## config.mk

```make
export PLATFORM = sky130hd
export DESIGN_NAME = flash_status_one
export DESIGN_NICKNAME = d
export VERILOG_FILES = /design/src/common/flash_status_pkg.sv /design/src/verilog/flash_status_one.sv /design/src/verilog/flash_protect_map.sv
export SDC_FILE = /design/constraint.sdc
export NUM_CORES = 1
export LEC_CHECK = 0
export ABC_AREA = 1
export ABC_CLOCK_PERIOD_IN_PS = 3780
export BUFFER_PORTS_ARGS = -buffer_cell sky130_fd_sc_hd__buf_2
export CORE_MARGIN = 4
export CORE_UTILIZATION = 45
export DETAILED_ROUTE_END_ITERATION = 10
export PLACE_DENSITY = 0.76
export SYNTH_ARGS = -nofsm -noshare
export SYNTH_HDL_FRONTEND = slang
export SYNTH_SLANG_ARGS = --single-unit
```

## constraint.sdc

```tcl
create_clock -name clk_i -period 3.78 [get_ports clk_i]
set_input_delay 0.378 -clock clk_i [delete_from_list [all_inputs] [get_ports clk_i]]
set_output_delay 0.378 -clock clk_i [all_outputs]
set_load 0.1 [all_outputs]
```

## src/common/flash_status_pkg.sv

```systemverilog
package flash_status_pkg;
   // status one bit positions
   localparam int LOCK_BIT = 7;
   localparam int PERR_BIT = 6;
   localparam int EERR_BIT = 5;
   localparam int BP_HI = 4;
   localparam int BP_LO = 2;
   localparam int WEL_BIT = 1;
   localparam int BUSY_BIT = 0;
   // config one stored: block-protect volatility select
   localparam int SEL_BIT = 3;
   // command opcodes
   localparam logic [7:0] OP_RD_STATUS_ONE = 8'h05;
   localparam logic [7:0] OP_RD_STATUS_TWO = 8'h07;
   localparam logic [7:0] OP_WR_REGS = 8'h01;
   localparam logic [7:0] OP_WR_EN = 8'h06;
   localparam logic [7:0] OP_WR_DIS = 8'h04;
   localparam logic [7:0] OP_CLR_A = 8'h30;
   localparam logic [7:0] OP_CLR_B = 8'h82;
   localparam logic [7:0] OP_RD_ANY = 8'h65;
   localparam logic [7:0] OP_WR_ANY = 8'h71;
   localparam logic [7:0] OP_SUSP_A = 8'h75;
   localparam logic [7:0] OP_SUSP_B = 8'h85;
   localparam logic [7:0] OP_SUSP_C = 8'hB0;
   // frame geometry
   localparam logic [2:0] LAST_BIT = 3'h7;
   localparam logic [1:0] LAST_ADDR_BYTE = 2'h2;
   localparam logic [7:0] ZERO_BYTE = 8'h00;
   localparam logic [2:0] BP_NONE = 3'h0;

   typedef enum {FR_OPCODE, FR_ADDR, FR_DATA, FR_READ, FR_SKIP} frame_state_t;
   typedef enum {ARR_NONE, ARR_PROG, ARR_ERASE, ARR_BULK} array_kind_t;

   typedef struct packed {
      logic [7:0] opcode;
      logic [23:0] addr;
      logic [7:0] data;
   } spi_cmd_t;

   typedef struct packed {
      array_kind_t kind;
      logic [23:0] addr;
   } array_req_t;
endpackage : flash_status_pkg

```

## src/verilog/flash_status_one.sv

```systemverilog
`timescale 1ns/10ps
// Functional notes
// - opcode 05h, read-any, write-any reach register
// - bit 7 mirrors stored write lock
// - program failure or protected target sets bit 6
// - erase failure or protected sector sets bit 5
// - blocked bulk erase sets no erase error; failed bulk erase does
// - error flags cleared by clear-status, or reloaded from stored bits by reset
// - select 0: write stored, copy to volatile
// - select 1: write only volatile protect bits
// - protected range refuses program and erase
// - bulk erase only with protect bits zero
// - writes, program, erase need latch set
// - write-enable 06h sets latch
// - write-disable 04h clears latch
// - successful operation end clears latch
// - any reset clears latch
// - only enable, disable, successful end, register write and reset change latch
// - busy flag shows running operation
// - busy accepts only listed commands
// - suspend only during array operation
// - error keeps busy, refuses new operations
// - clear-status leaves error-held busy state
// - reset loads defaults from stored bits
// - lock and low protect pin block writes
module flash_status_one
   import flash_status_pkg::*;
#(
   parameter logic [7:0] PROG_OP = 8'h02,
   parameter logic [7:0] OTP_PROG_OP = 8'h42,
   parameter logic [7:0] ERASE_OP = 8'hD8,
   parameter logic [7:0] BULK_OP = 8'h60,
   parameter logic [7:0] SOFT_RST_OP = 8'hF0,
   parameter logic [23:0] VOL_ADDR = 24'h80_0000,
   parameter logic [23:0] STORED_ADDR = 24'h00_0000,
   parameter bit PROTECT_FROM_BOTTOM = 1'b0
) (
   input wire logic clk_i,
   input wire logic sys_rst_i,
   input wire logic spi_sck_i,
   input wire logic spi_cs_n_i,
   input wire logic spi_si_i,
   input wire logic wp_n_i,
   input wire logic hw_rst_n_i,
   input wire logic [7:0] status_one_stored_i,
   input wire logic [7:0] config_one_stored_i,
   input wire logic otp_locked_i,
   input wire logic array_done_i,
   input wire logic array_fail_i,
   output logic spi_so_o,
   output logic spi_so_oe_o,
   output logic stored_write_o,
   output logic [7:0] stored_data_o,
   output logic array_start_o,
   output array_req_t array_req_o,
   output logic suspend_o,
   output logic [7:0] status_one_volatile_o
);
   // pin synchronisers; third sck and cs stage only for edges
   logic sck_s1_r, sck_s2_r, sck_s3_r;
   logic cs_s1_r, cs_s2_r, cs_s3_r;
   logic si_s1_r, si_s2_r, wp_s1_r, wp_s2_r, hw_s1_r, hw_s2_r;

   always_ff @(posedge clk_i) begin
      sck_s1_r <= spi_sck_i;
      sck_s2_r <= sck_s1_r;
      sck_s3_r <= sck_s2_r;
      cs_s1_r <= spi_cs_n_i;
      cs_s2_r <= cs_s1_r;
      cs_s3_r <= cs_s2_r;
      si_s1_r <= spi_si_i;
      si_s2_r <= si_s1_r;
      wp_s1_r <= wp_n_i;
      wp_s2_r <= wp_s1_r;
      hw_s1_r <= hw_rst_n_i;
      hw_s2_r <= hw_s1_r;
   end

   frame_state_t fst_r;
   spi_cmd_t cmd_r;
   logic [2:0] bitcnt_r, outcnt_r;
   logic [1:0] bytecnt_r;
   logic [6:0] rx_r;
   logic [7:0] out_r;
   logic rd_status_r, so_r, so_oe_r;
   logic wel_r, busy_r, perr_r, eerr_r, lockcopy_r;
   logic [2:0] bp_r;
   array_kind_t kind_r;
   logic start_r, susp_r, stw_r;
   logic [7:0] stdata_r;
   array_req_t req_r;

   wire sck_rise = sck_s2_r & ~sck_s3_r & ~cs_s2_r;
   wire sck_fall = ~sck_s2_r & sck_s3_r & ~cs_s2_r;
   wire cs_rise = cs_s2_r & ~cs_s3_r;
   wire byte_end = sck_rise & (bitcnt_r == LAST_BIT);
   wire [7:0] rx_byte = {rx_r, si_s2_r};
   wire [23:0] full_addr = {cmd_r.addr[15:0], rx_byte};
   wire [7:0] status_now = {lockcopy_r, perr_r, eerr_r, bp_r, wel_r, busy_r};

   // command classes of the captured opcode
   wire [7:0] op = cmd_r.opcode;
   wire is_write_enable_cmd = op == OP_WR_EN;
   wire is_write_disable_cmd = op == OP_WR_DIS;
   wire is_clear_status_cmd = (op == OP_CLR_A) | (op == OP_CLR_B);
   wire is_wrr = op == OP_WR_REGS;
   wire is_write_any_register_cmd = op == OP_WR_ANY;
   wire is_susp = (op == OP_SUSP_A) | (op == OP_SUSP_B) | (op == OP_SUSP_C);
   wire is_prog = (op == PROG_OP) | (op == OTP_PROG_OP);
   wire is_erase = op == ERASE_OP;
   wire is_bulk = op == BULK_OP;
   wire is_srst = op == SOFT_RST_OP;
   wire busy_ok = is_clear_status_cmd | is_susp | is_srst;

   // execution happens at chip-select release with whole bytes only
   wire frame_ok = cs_rise & (fst_r == FR_SKIP) & (bitcnt_r == 3'h0);
   wire exec = frame_ok & (~busy_r | busy_ok);
   wire sel_vol = config_one_stored_i[SEL_BIT];
   wire [2:0] bp_act = sel_vol ? bp_r : status_one_stored_i[BP_HI:BP_LO];
   wire lock = status_one_stored_i[LOCK_BIT] & ~wp_s2_r;
   wire addr_hit = (cmd_r.addr == VOL_ADDR) | (cmd_r.addr == STORED_ADDR);
   wire reg_go = exec & wel_r & ~lock & (is_wrr | (is_write_any_register_cmd & addr_hit));
   wire prog_go = exec & wel_r & is_prog;
   wire erase_go = exec & wel_r & is_erase;
   wire bulk_go = exec & wel_r & is_bulk;
   wire write_enable_cmd_go = exec & is_write_enable_cmd;
   wire write_disable_cmd_go = exec & is_write_disable_cmd;
   wire clear_status_cmd_go = exec & is_clear_status_cmd;
   wire srst_go = exec & is_srst;
   wire in_array = (kind_r == ARR_PROG) | (kind_r == ARR_ERASE) | (kind_r == ARR_BULK);
   wire susp_go = exec & is_susp & busy_r & in_array & ~perr_r & ~eerr_r;
   wire rst_any = sys_rst_i | ~hw_s2_r | srst_go;
   wire prot_hit;
   wire prog_bad = prog_go & (prot_hit | ((op == OTP_PROG_OP) & otp_locked_i));
   wire erase_bad = erase_go & prot_hit;
   wire bulk_block = bulk_go & (bp_act != BP_NONE);
   wire start_go = (prog_go & ~prog_bad) | (erase_go & ~erase_bad) | (bulk_go & ~bulk_block);
   wire done_ok = busy_r & array_done_i & ~array_fail_i;
   wire done_bad = busy_r & array_done_i & array_fail_i;
   wire [7:0] wr_val = {cmd_r.data[LOCK_BIT], status_one_stored_i[PERR_BIT:EERR_BIT],
                        cmd_r.data[BP_HI:BP_LO], status_one_stored_i[WEL_BIT:BUSY_BIT]};

   flash_protect_map #(
      .ADDR_W(24),
      .FROM_BOTTOM(PROTECT_FROM_BOTTOM)
   ) u_map (
      .bp_i(bp_act),
      .addr_i(cmd_r.addr),
      .protected_o(prot_hit)
   );

   // frame sequencer
   always_ff @(posedge clk_i) begin
      if (rst_any || cs_s2_r) begin
         fst_r <= FR_OPCODE;
         bitcnt_r <= 3'h0;
         bytecnt_r <= 2'h0;
      end else if (sck_rise) begin
         bitcnt_r <= bitcnt_r + 3'h1;
         rx_r <= rx_byte[6:0];
         if (byte_end) begin
            case (fst_r)
               FR_OPCODE: begin
                  cmd_r.opcode <= rx_byte;
                  if (rx_byte == OP_RD_STATUS_ONE || rx_byte == OP_RD_STATUS_TWO)
                     fst_r <= FR_READ;
                  else if (rx_byte == OP_RD_ANY || rx_byte == OP_WR_ANY || rx_byte == PROG_OP ||
                           rx_byte == OTP_PROG_OP || rx_byte == ERASE_OP)
                     fst_r <= FR_ADDR;
                  else if (rx_byte == OP_WR_REGS)
                     fst_r <= FR_DATA;
                  else
                     fst_r <= FR_SKIP;
               end
               FR_ADDR: begin
                  cmd_r.addr <= full_addr;
                  bytecnt_r <= bytecnt_r + 2'h1;
                  if (bytecnt_r == LAST_ADDR_BYTE)
                     fst_r <= (op == OP_RD_ANY) ? FR_READ : ((op == OP_WR_ANY) ? FR_DATA : FR_SKIP);
               end
               FR_DATA: begin
                  cmd_r.data <= rx_byte;
                  fst_r <= FR_SKIP;
               end
               default: fst_r <= fst_r;
            endcase
         end
      end
   end

   // read path: status is re-sampled every byte, so polling sees live busy
   wire load_status = byte_end & ((fst_r == FR_OPCODE && rx_byte == OP_RD_STATUS_ONE) ||
                      (fst_r == FR_ADDR && bytecnt_r == LAST_ADDR_BYTE && op == OP_RD_ANY &&
                       full_addr == VOL_ADDR));
   wire load_zero = byte_end & ((fst_r == FR_OPCODE && rx_byte == OP_RD_STATUS_TWO) ||
                    (fst_r == FR_ADDR && bytecnt_r == LAST_ADDR_BYTE && op == OP_RD_ANY &&
                     full_addr != VOL_ADDR));

   always_ff @(posedge clk_i) begin
      if (rst_any || cs_s2_r) begin
         so_r <= 1'b0;
         so_oe_r <= 1'b0;
         outcnt_r <= 3'h0;
         rd_status_r <= 1'b0;
      end else if (load_status || load_zero) begin
         out_r <= load_status ? status_now : ZERO_BYTE;
         rd_status_r <= load_status;
         outcnt_r <= 3'h0;
      end else if (sck_fall && fst_r == FR_READ) begin
         so_r <= out_r[7];
         so_oe_r <= 1'b1;
         outcnt_r <= outcnt_r + 3'h1;
         out_r <= (outcnt_r == LAST_BIT) ? (rd_status_r ? status_now : ZERO_BYTE) : {out_r[6:0], 1'b0};
      end
   end

   // write enable latch
   always_ff @(posedge clk_i) begin
      if (rst_any)
         wel_r <= 1'b0;
      else if (write_enable_cmd_go)
         wel_r <= 1'b1;
      else if (write_disable_cmd_go || done_ok || reg_go)
         wel_r <= 1'b0;
   end

   // busy and error flags; a set in the clearing cycle wins
   always_ff @(posedge clk_i) begin
      if (rst_any) begin
         busy_r <= status_one_stored_i[BUSY_BIT];
         perr_r <= status_one_stored_i[PERR_BIT];
         eerr_r <= status_one_stored_i[EERR_BIT];
         kind_r <= ARR_NONE;
      end else begin
         if (clear_status_cmd_go) begin
            perr_r <= 1'b0;
            eerr_r <= 1'b0;
            if (perr_r || eerr_r)
               busy_r <= 1'b0;
         end
         if (done_ok)
            busy_r <= 1'b0;
         if (prog_bad || (done_bad && kind_r == ARR_PROG))
            perr_r <= 1'b1;
         if (erase_bad || (done_bad && kind_r != ARR_PROG))
            eerr_r <= 1'b1;
         if (start_go || prog_bad || erase_bad)
            busy_r <= 1'b1;
         if (start_go)
            kind_r <= is_prog ? ARR_PROG : (is_erase ? ARR_ERASE : ARR_BULK);
      end
   end

   // protect bits and mirror; mirror tracks even through reset
   always_ff @(posedge clk_i) begin
      lockcopy_r <= status_one_stored_i[LOCK_BIT];
      if (rst_any || !sel_vol)
         bp_r <= (reg_go && !rst_any) ? cmd_r.data[BP_HI:BP_LO] : status_one_stored_i[BP_HI:BP_LO];
      else if (reg_go)
         bp_r <= cmd_r.data[BP_HI:BP_LO];
   end

   // requests toward array engine and stored register writer
   always_ff @(posedge clk_i) begin
      if (rst_any) begin
         start_r <= 1'b0;
         susp_r <= 1'b0;
         stw_r <= 1'b0;
         stdata_r <= ZERO_BYTE;
         req_r <= '{kind: ARR_NONE, addr: 24'h00_0000};
      end else begin
         start_r <= start_go;
         susp_r <= susp_go;
         stw_r <= reg_go & ~sel_vol;
         if (reg_go)
            stdata_r <= wr_val;
         if (start_go)
            req_r <= '{kind: is_prog ? ARR_PROG : (is_erase ? ARR_ERASE : ARR_BULK), addr: cmd_r.addr};
      end
   end

   assign spi_so_o = so_r;
   assign spi_so_oe_o = so_oe_r;
   assign stored_write_o = stw_r;
   assign stored_data_o = stdata_r;
   assign array_start_o = start_r;
   assign array_req_o = req_r;
   assign suspend_o = susp_r;
   assign status_one_volatile_o = status_now;
endmodule : flash_status_one

```

## src/verilog/flash_protect_map.sv

```systemverilog
`timescale 1ns/10ps
module flash_protect_map #(
   parameter int ADDR_W = 24,
   parameter bit FROM_BOTTOM = 1'b0
) (
   input wire logic [2:0] bp_i,
   input wire logic [ADDR_W-1:0] addr_i,
   output logic protected_o
);
   // each step doubles the protected span; 7 covers the whole array
   function automatic logic hit(input logic [2:0] bp, input logic [ADDR_W-1:0] a);
      logic [ADDR_W-1:0] mask;
      int span;
      span = ADDR_W - 7 + int'(bp);
      mask = '1;
      mask = mask << span;
      if (bp == 3'h0)
         return 1'b0;
      if (FROM_BOTTOM)
         return (a & mask) == '0;
      return (a & mask) == mask;
   endfunction : hit

   assign protected_o = hit(bp_i, addr_i);
endmodule : flash_protect_map

```

==> metrics.yaml <==
syn_area_mm2: 0.00578
fin_hold_ws_ns: 0.0635
synthAdderAreaFrac: 0.0216
multi_input_area_mm2: 0.00214
min_to: "hw_s1_r"
syn-mean-instance-area_um2: 8.42
rows: 41
netlist_instances: 686
port_buffers: 65
core_mm2: 0.0126
wl_mm: 11.5
ir_drop_uv: 271
drc_errors: 0
io_pins: 103
whs_path_depth: 1
fin_crit_sh: 0.765
ys_seq_area_frac: 0.521
startpoint: "cmd_r[13]"
synth_mux_area_frac: 0.00390
postCtsSetupBuffers: 0
hold_class: "in2reg"
cts_tree: "built"
cap_violations: 0
final_antenna_net_count: 0
synth_compound_area_frac: 0.0580
clock_latency_ns: 0.41
reg2reg_from: "cmd_r[13]"
yosysUniqueCellTypes: 39
synth-main-ff-cell: "dfxtp_1"
max_stage_delay_ns: 0.68
die-area_mm2: 0.0147
setup_violations: 0
die_w_um: 121
final_nets: 789
period_minus_slack_ns: 2.89
synth_enable_flop_cells: 57
synth-simple-area-share: 0.263
design_area_mm2: 0.00671
pwr_density_cell_mw_per_mm2: 504
dp_cells: 906
required_ns: 3.89
cp-start-kind: "register"
n_antenna_cell: 0
ff_latch_area_mm2: 0.00301
slowest_stage: "nor2_1"
stdcell_count: 938
cts_hold_buf: 0
ys.warnings.count: 0
h-tree-depth: 4
cts_resized: 0
cts_made_buffers: 17
min_from: "hw_rst_n_i"
endpoint_kind: "register"
r2r_cells: 9
cts_sinks: 122
finalHoldViolCount: 0
num_vias: 4372
yosys.area.top_type: "edfxtp_1"
first_iter_violations: 243
rrSetupSlack_ns: 0.89
antenna_found_initial: 0
grt_pass1_wl_mm: 18.9
place.gp.congestion: 0.811
power.leakage_nw: 2.94
grt_max_degree: 50
synth_top_family_by_area: "simple AND/OR/NAND/NOR gates"
grt_pass1_vias: 4087
cp_max_fo: 12
cp_cell_sequence: "inv_1, nand4_1, nor2_1, nand2_1, o21ai_0, nand2_1, nor2_1, inv_1, nand3_1"
grt_remaining_overflow: 0
fmax_mhz: 346
place_area_mm2: 0.00608
cts_root_buf: "clkbuf_16"
start_util: 0.458
relSlewSlack: 0.409
rsz0062_at_grt: "no"
drive_gt1_frac: 0.178
grt_usage: 0.165
final_max_slew_viol_count: 0
fin_setup_tns_ns: 0
first_pass_iters: 5
synth.ff_latch_count: 122
die_h_um: 121
finalClockSkew_ns: 0.00909
synth_xor_area_frac: 0.00303
rr_endpoint: "bp_r[2]"
vias_per_cell: 4.66
wl_per_cell_um: 12.2
clkSlewWorstSetupHoldPaths_ns: 0.05
cts_buffer_depth: 2
synthToLayoutAreaGrowth_pct: 16.2
cp_data_arrival_time_ns: 3.00
crit_type: "reg2reg"
worstMarginPinSlew_ns: 0.884
async_flop_share: 0
synth_area_leaders: "edfxtp_1 (30%), dfxtp_1 (23%), nand2_1 (9.2%)"
dpl.hpwl_mm: 8.13
synth_top_area_frac: 0.296
status: "finished clean"
fill_cells: 1129
## state kept, by name, indices dropped and copies added (netlist names), 2 cells and up
signal / count
array_req_o: 26
bitcnt_r: 3
bp_r: 3
bytecnt_r: 2
cmd_r: 28
fst_r: 3
op: 8
out_r: 8
outcnt_r: 3
rx_r: 7
stored_data_o: 8
## worst max-delay path by stage
stage / endpoint / slack (ns) / cells past startpoint
finish: bp_r[2] / 0.89 / 9
global route: bp_r[1] / 0.59 / 9
global placement: bp_r[1] / 1.03 / 11
floorplan: cmd_r[10] / 0.60 / 12
detailed placement: bp_r[1] / 1.0 / 9
CTS: bp_r[2] / 0.94 / 9
## cell families after synthesis
kind of cell / count (synthesis)
AOI/OAI and AO/OA: 61
buffers and inverters: 147
xor gates and xnor gates: 2
muxes: 2
adders and majority gates: 10
DFF: 122
and+or+nand+nor: 341
other: 1
## critical path: cells and delay by family (launching register included)
kind | cells | cell delay (ns)
compound gates | 1 | 0.21
buf+inv | 2 | 0.49
flops | 1 | 0.40
simple gates | 6 | 1.50
## synthesized netlist by cell type (4+ instances only)
cell type  instances
nand2_1          142
nor2_1           112
inv_1             90
dfxtp_1           65
edfxtp_1          57
buf_4             38
nand3_1           29
o21ai_0           25
a21oi_1           19
nand4_1           15
nor2_2            12
ha_1              10
o22ai_1            9
inv_2              8
nor3_1             7
buf_2              6
nand2_2            4
## per-layer routing
| metal | GRT usage | up-vias | routed length [µm] |
|---|---|---|---|
| met5 | 0 | - | 0 |
| met4 | 0.0784 | 0 | 229 |
| met3 | 0.0434 | 19 | 544 |
| met2 | 0.273 | 104 | 5730 |
| met1 | 0.199 | 1989 | 4980 |
| li1 | - | 2260 | - |
## cell type report
| type | instances | area share |
|---|---|---|
| clock inverters | 13 | 0.0298 |
| multi-input cells | 446 | 0.318 |
| repair buffers | 68 | 0.0518 |
| well taps | 172 | 0.0321 |
| inverters | 98 | 0.0548 |
| flip-flops and latches | 122 | 0.449 |
| clock buffers | 19 | 0.0645 |
## report_power, final
| group | switching (mW) | leakage [nW] | internal (mW) | total (mW) |
|---|---|---|---|---|
| clock network | 0.558 | 0.302 | 1.16 | 1.72 |
| logic | 0.231 | 1.58 | 0.0330 | 0.264 |
| registers | 0.0114 | 1.07 | 1.39 | 1.40 |
## per-stage QoR
step | util | total power [mW] | setup slack (ns)
4_1_cts | 0.532 | 3.41 | 0.936
3_5_place_dp | 0.482 | 1.69 | 0.996
5_1_grt | 0.532 | 3.49 | 0.593
3_3_place_gp | 0.482 | 1.69 | 1.03
2_1_floorplan | - | 1.69 | 0.598
6_report | 0.532 | 3.39 | 0.890
## layout by cell type, fill, tap and decap left out, types with 4 or more instances in the layout
| master | synthesis | layout |
|---|---|---|
| nor2_2 | 12 | 13 |
| clkbuf_16 | 0 | 17 |
| o22ai_1 | 9 | 9 |
| edfxtp_1 | 57 | 57 |
| nand2_2 | 4 | 4 |
| nand4_1 | 15 | 15 |
| buf_2 | 6 | 65 |
| nor2_1 | 112 | 111 |
| dfxtp_1 | 65 | 65 |
| conb_1 | 1 | 30 |
| nor3_1 | 7 | 7 |
| o21ai_0 | 25 | 25 |
| a21oi_1 | 19 | 19 |
| inv_1 | 90 | 90 |
| ha_1 | 10 | 10 |
| nand2_1 | 142 | 142 |
| inv_2 | 8 | 8 |
| bufinv_16 | 0 | 5 |
| nand3_1 | 29 | 29 |
Power figures use the tool's default switching activity.
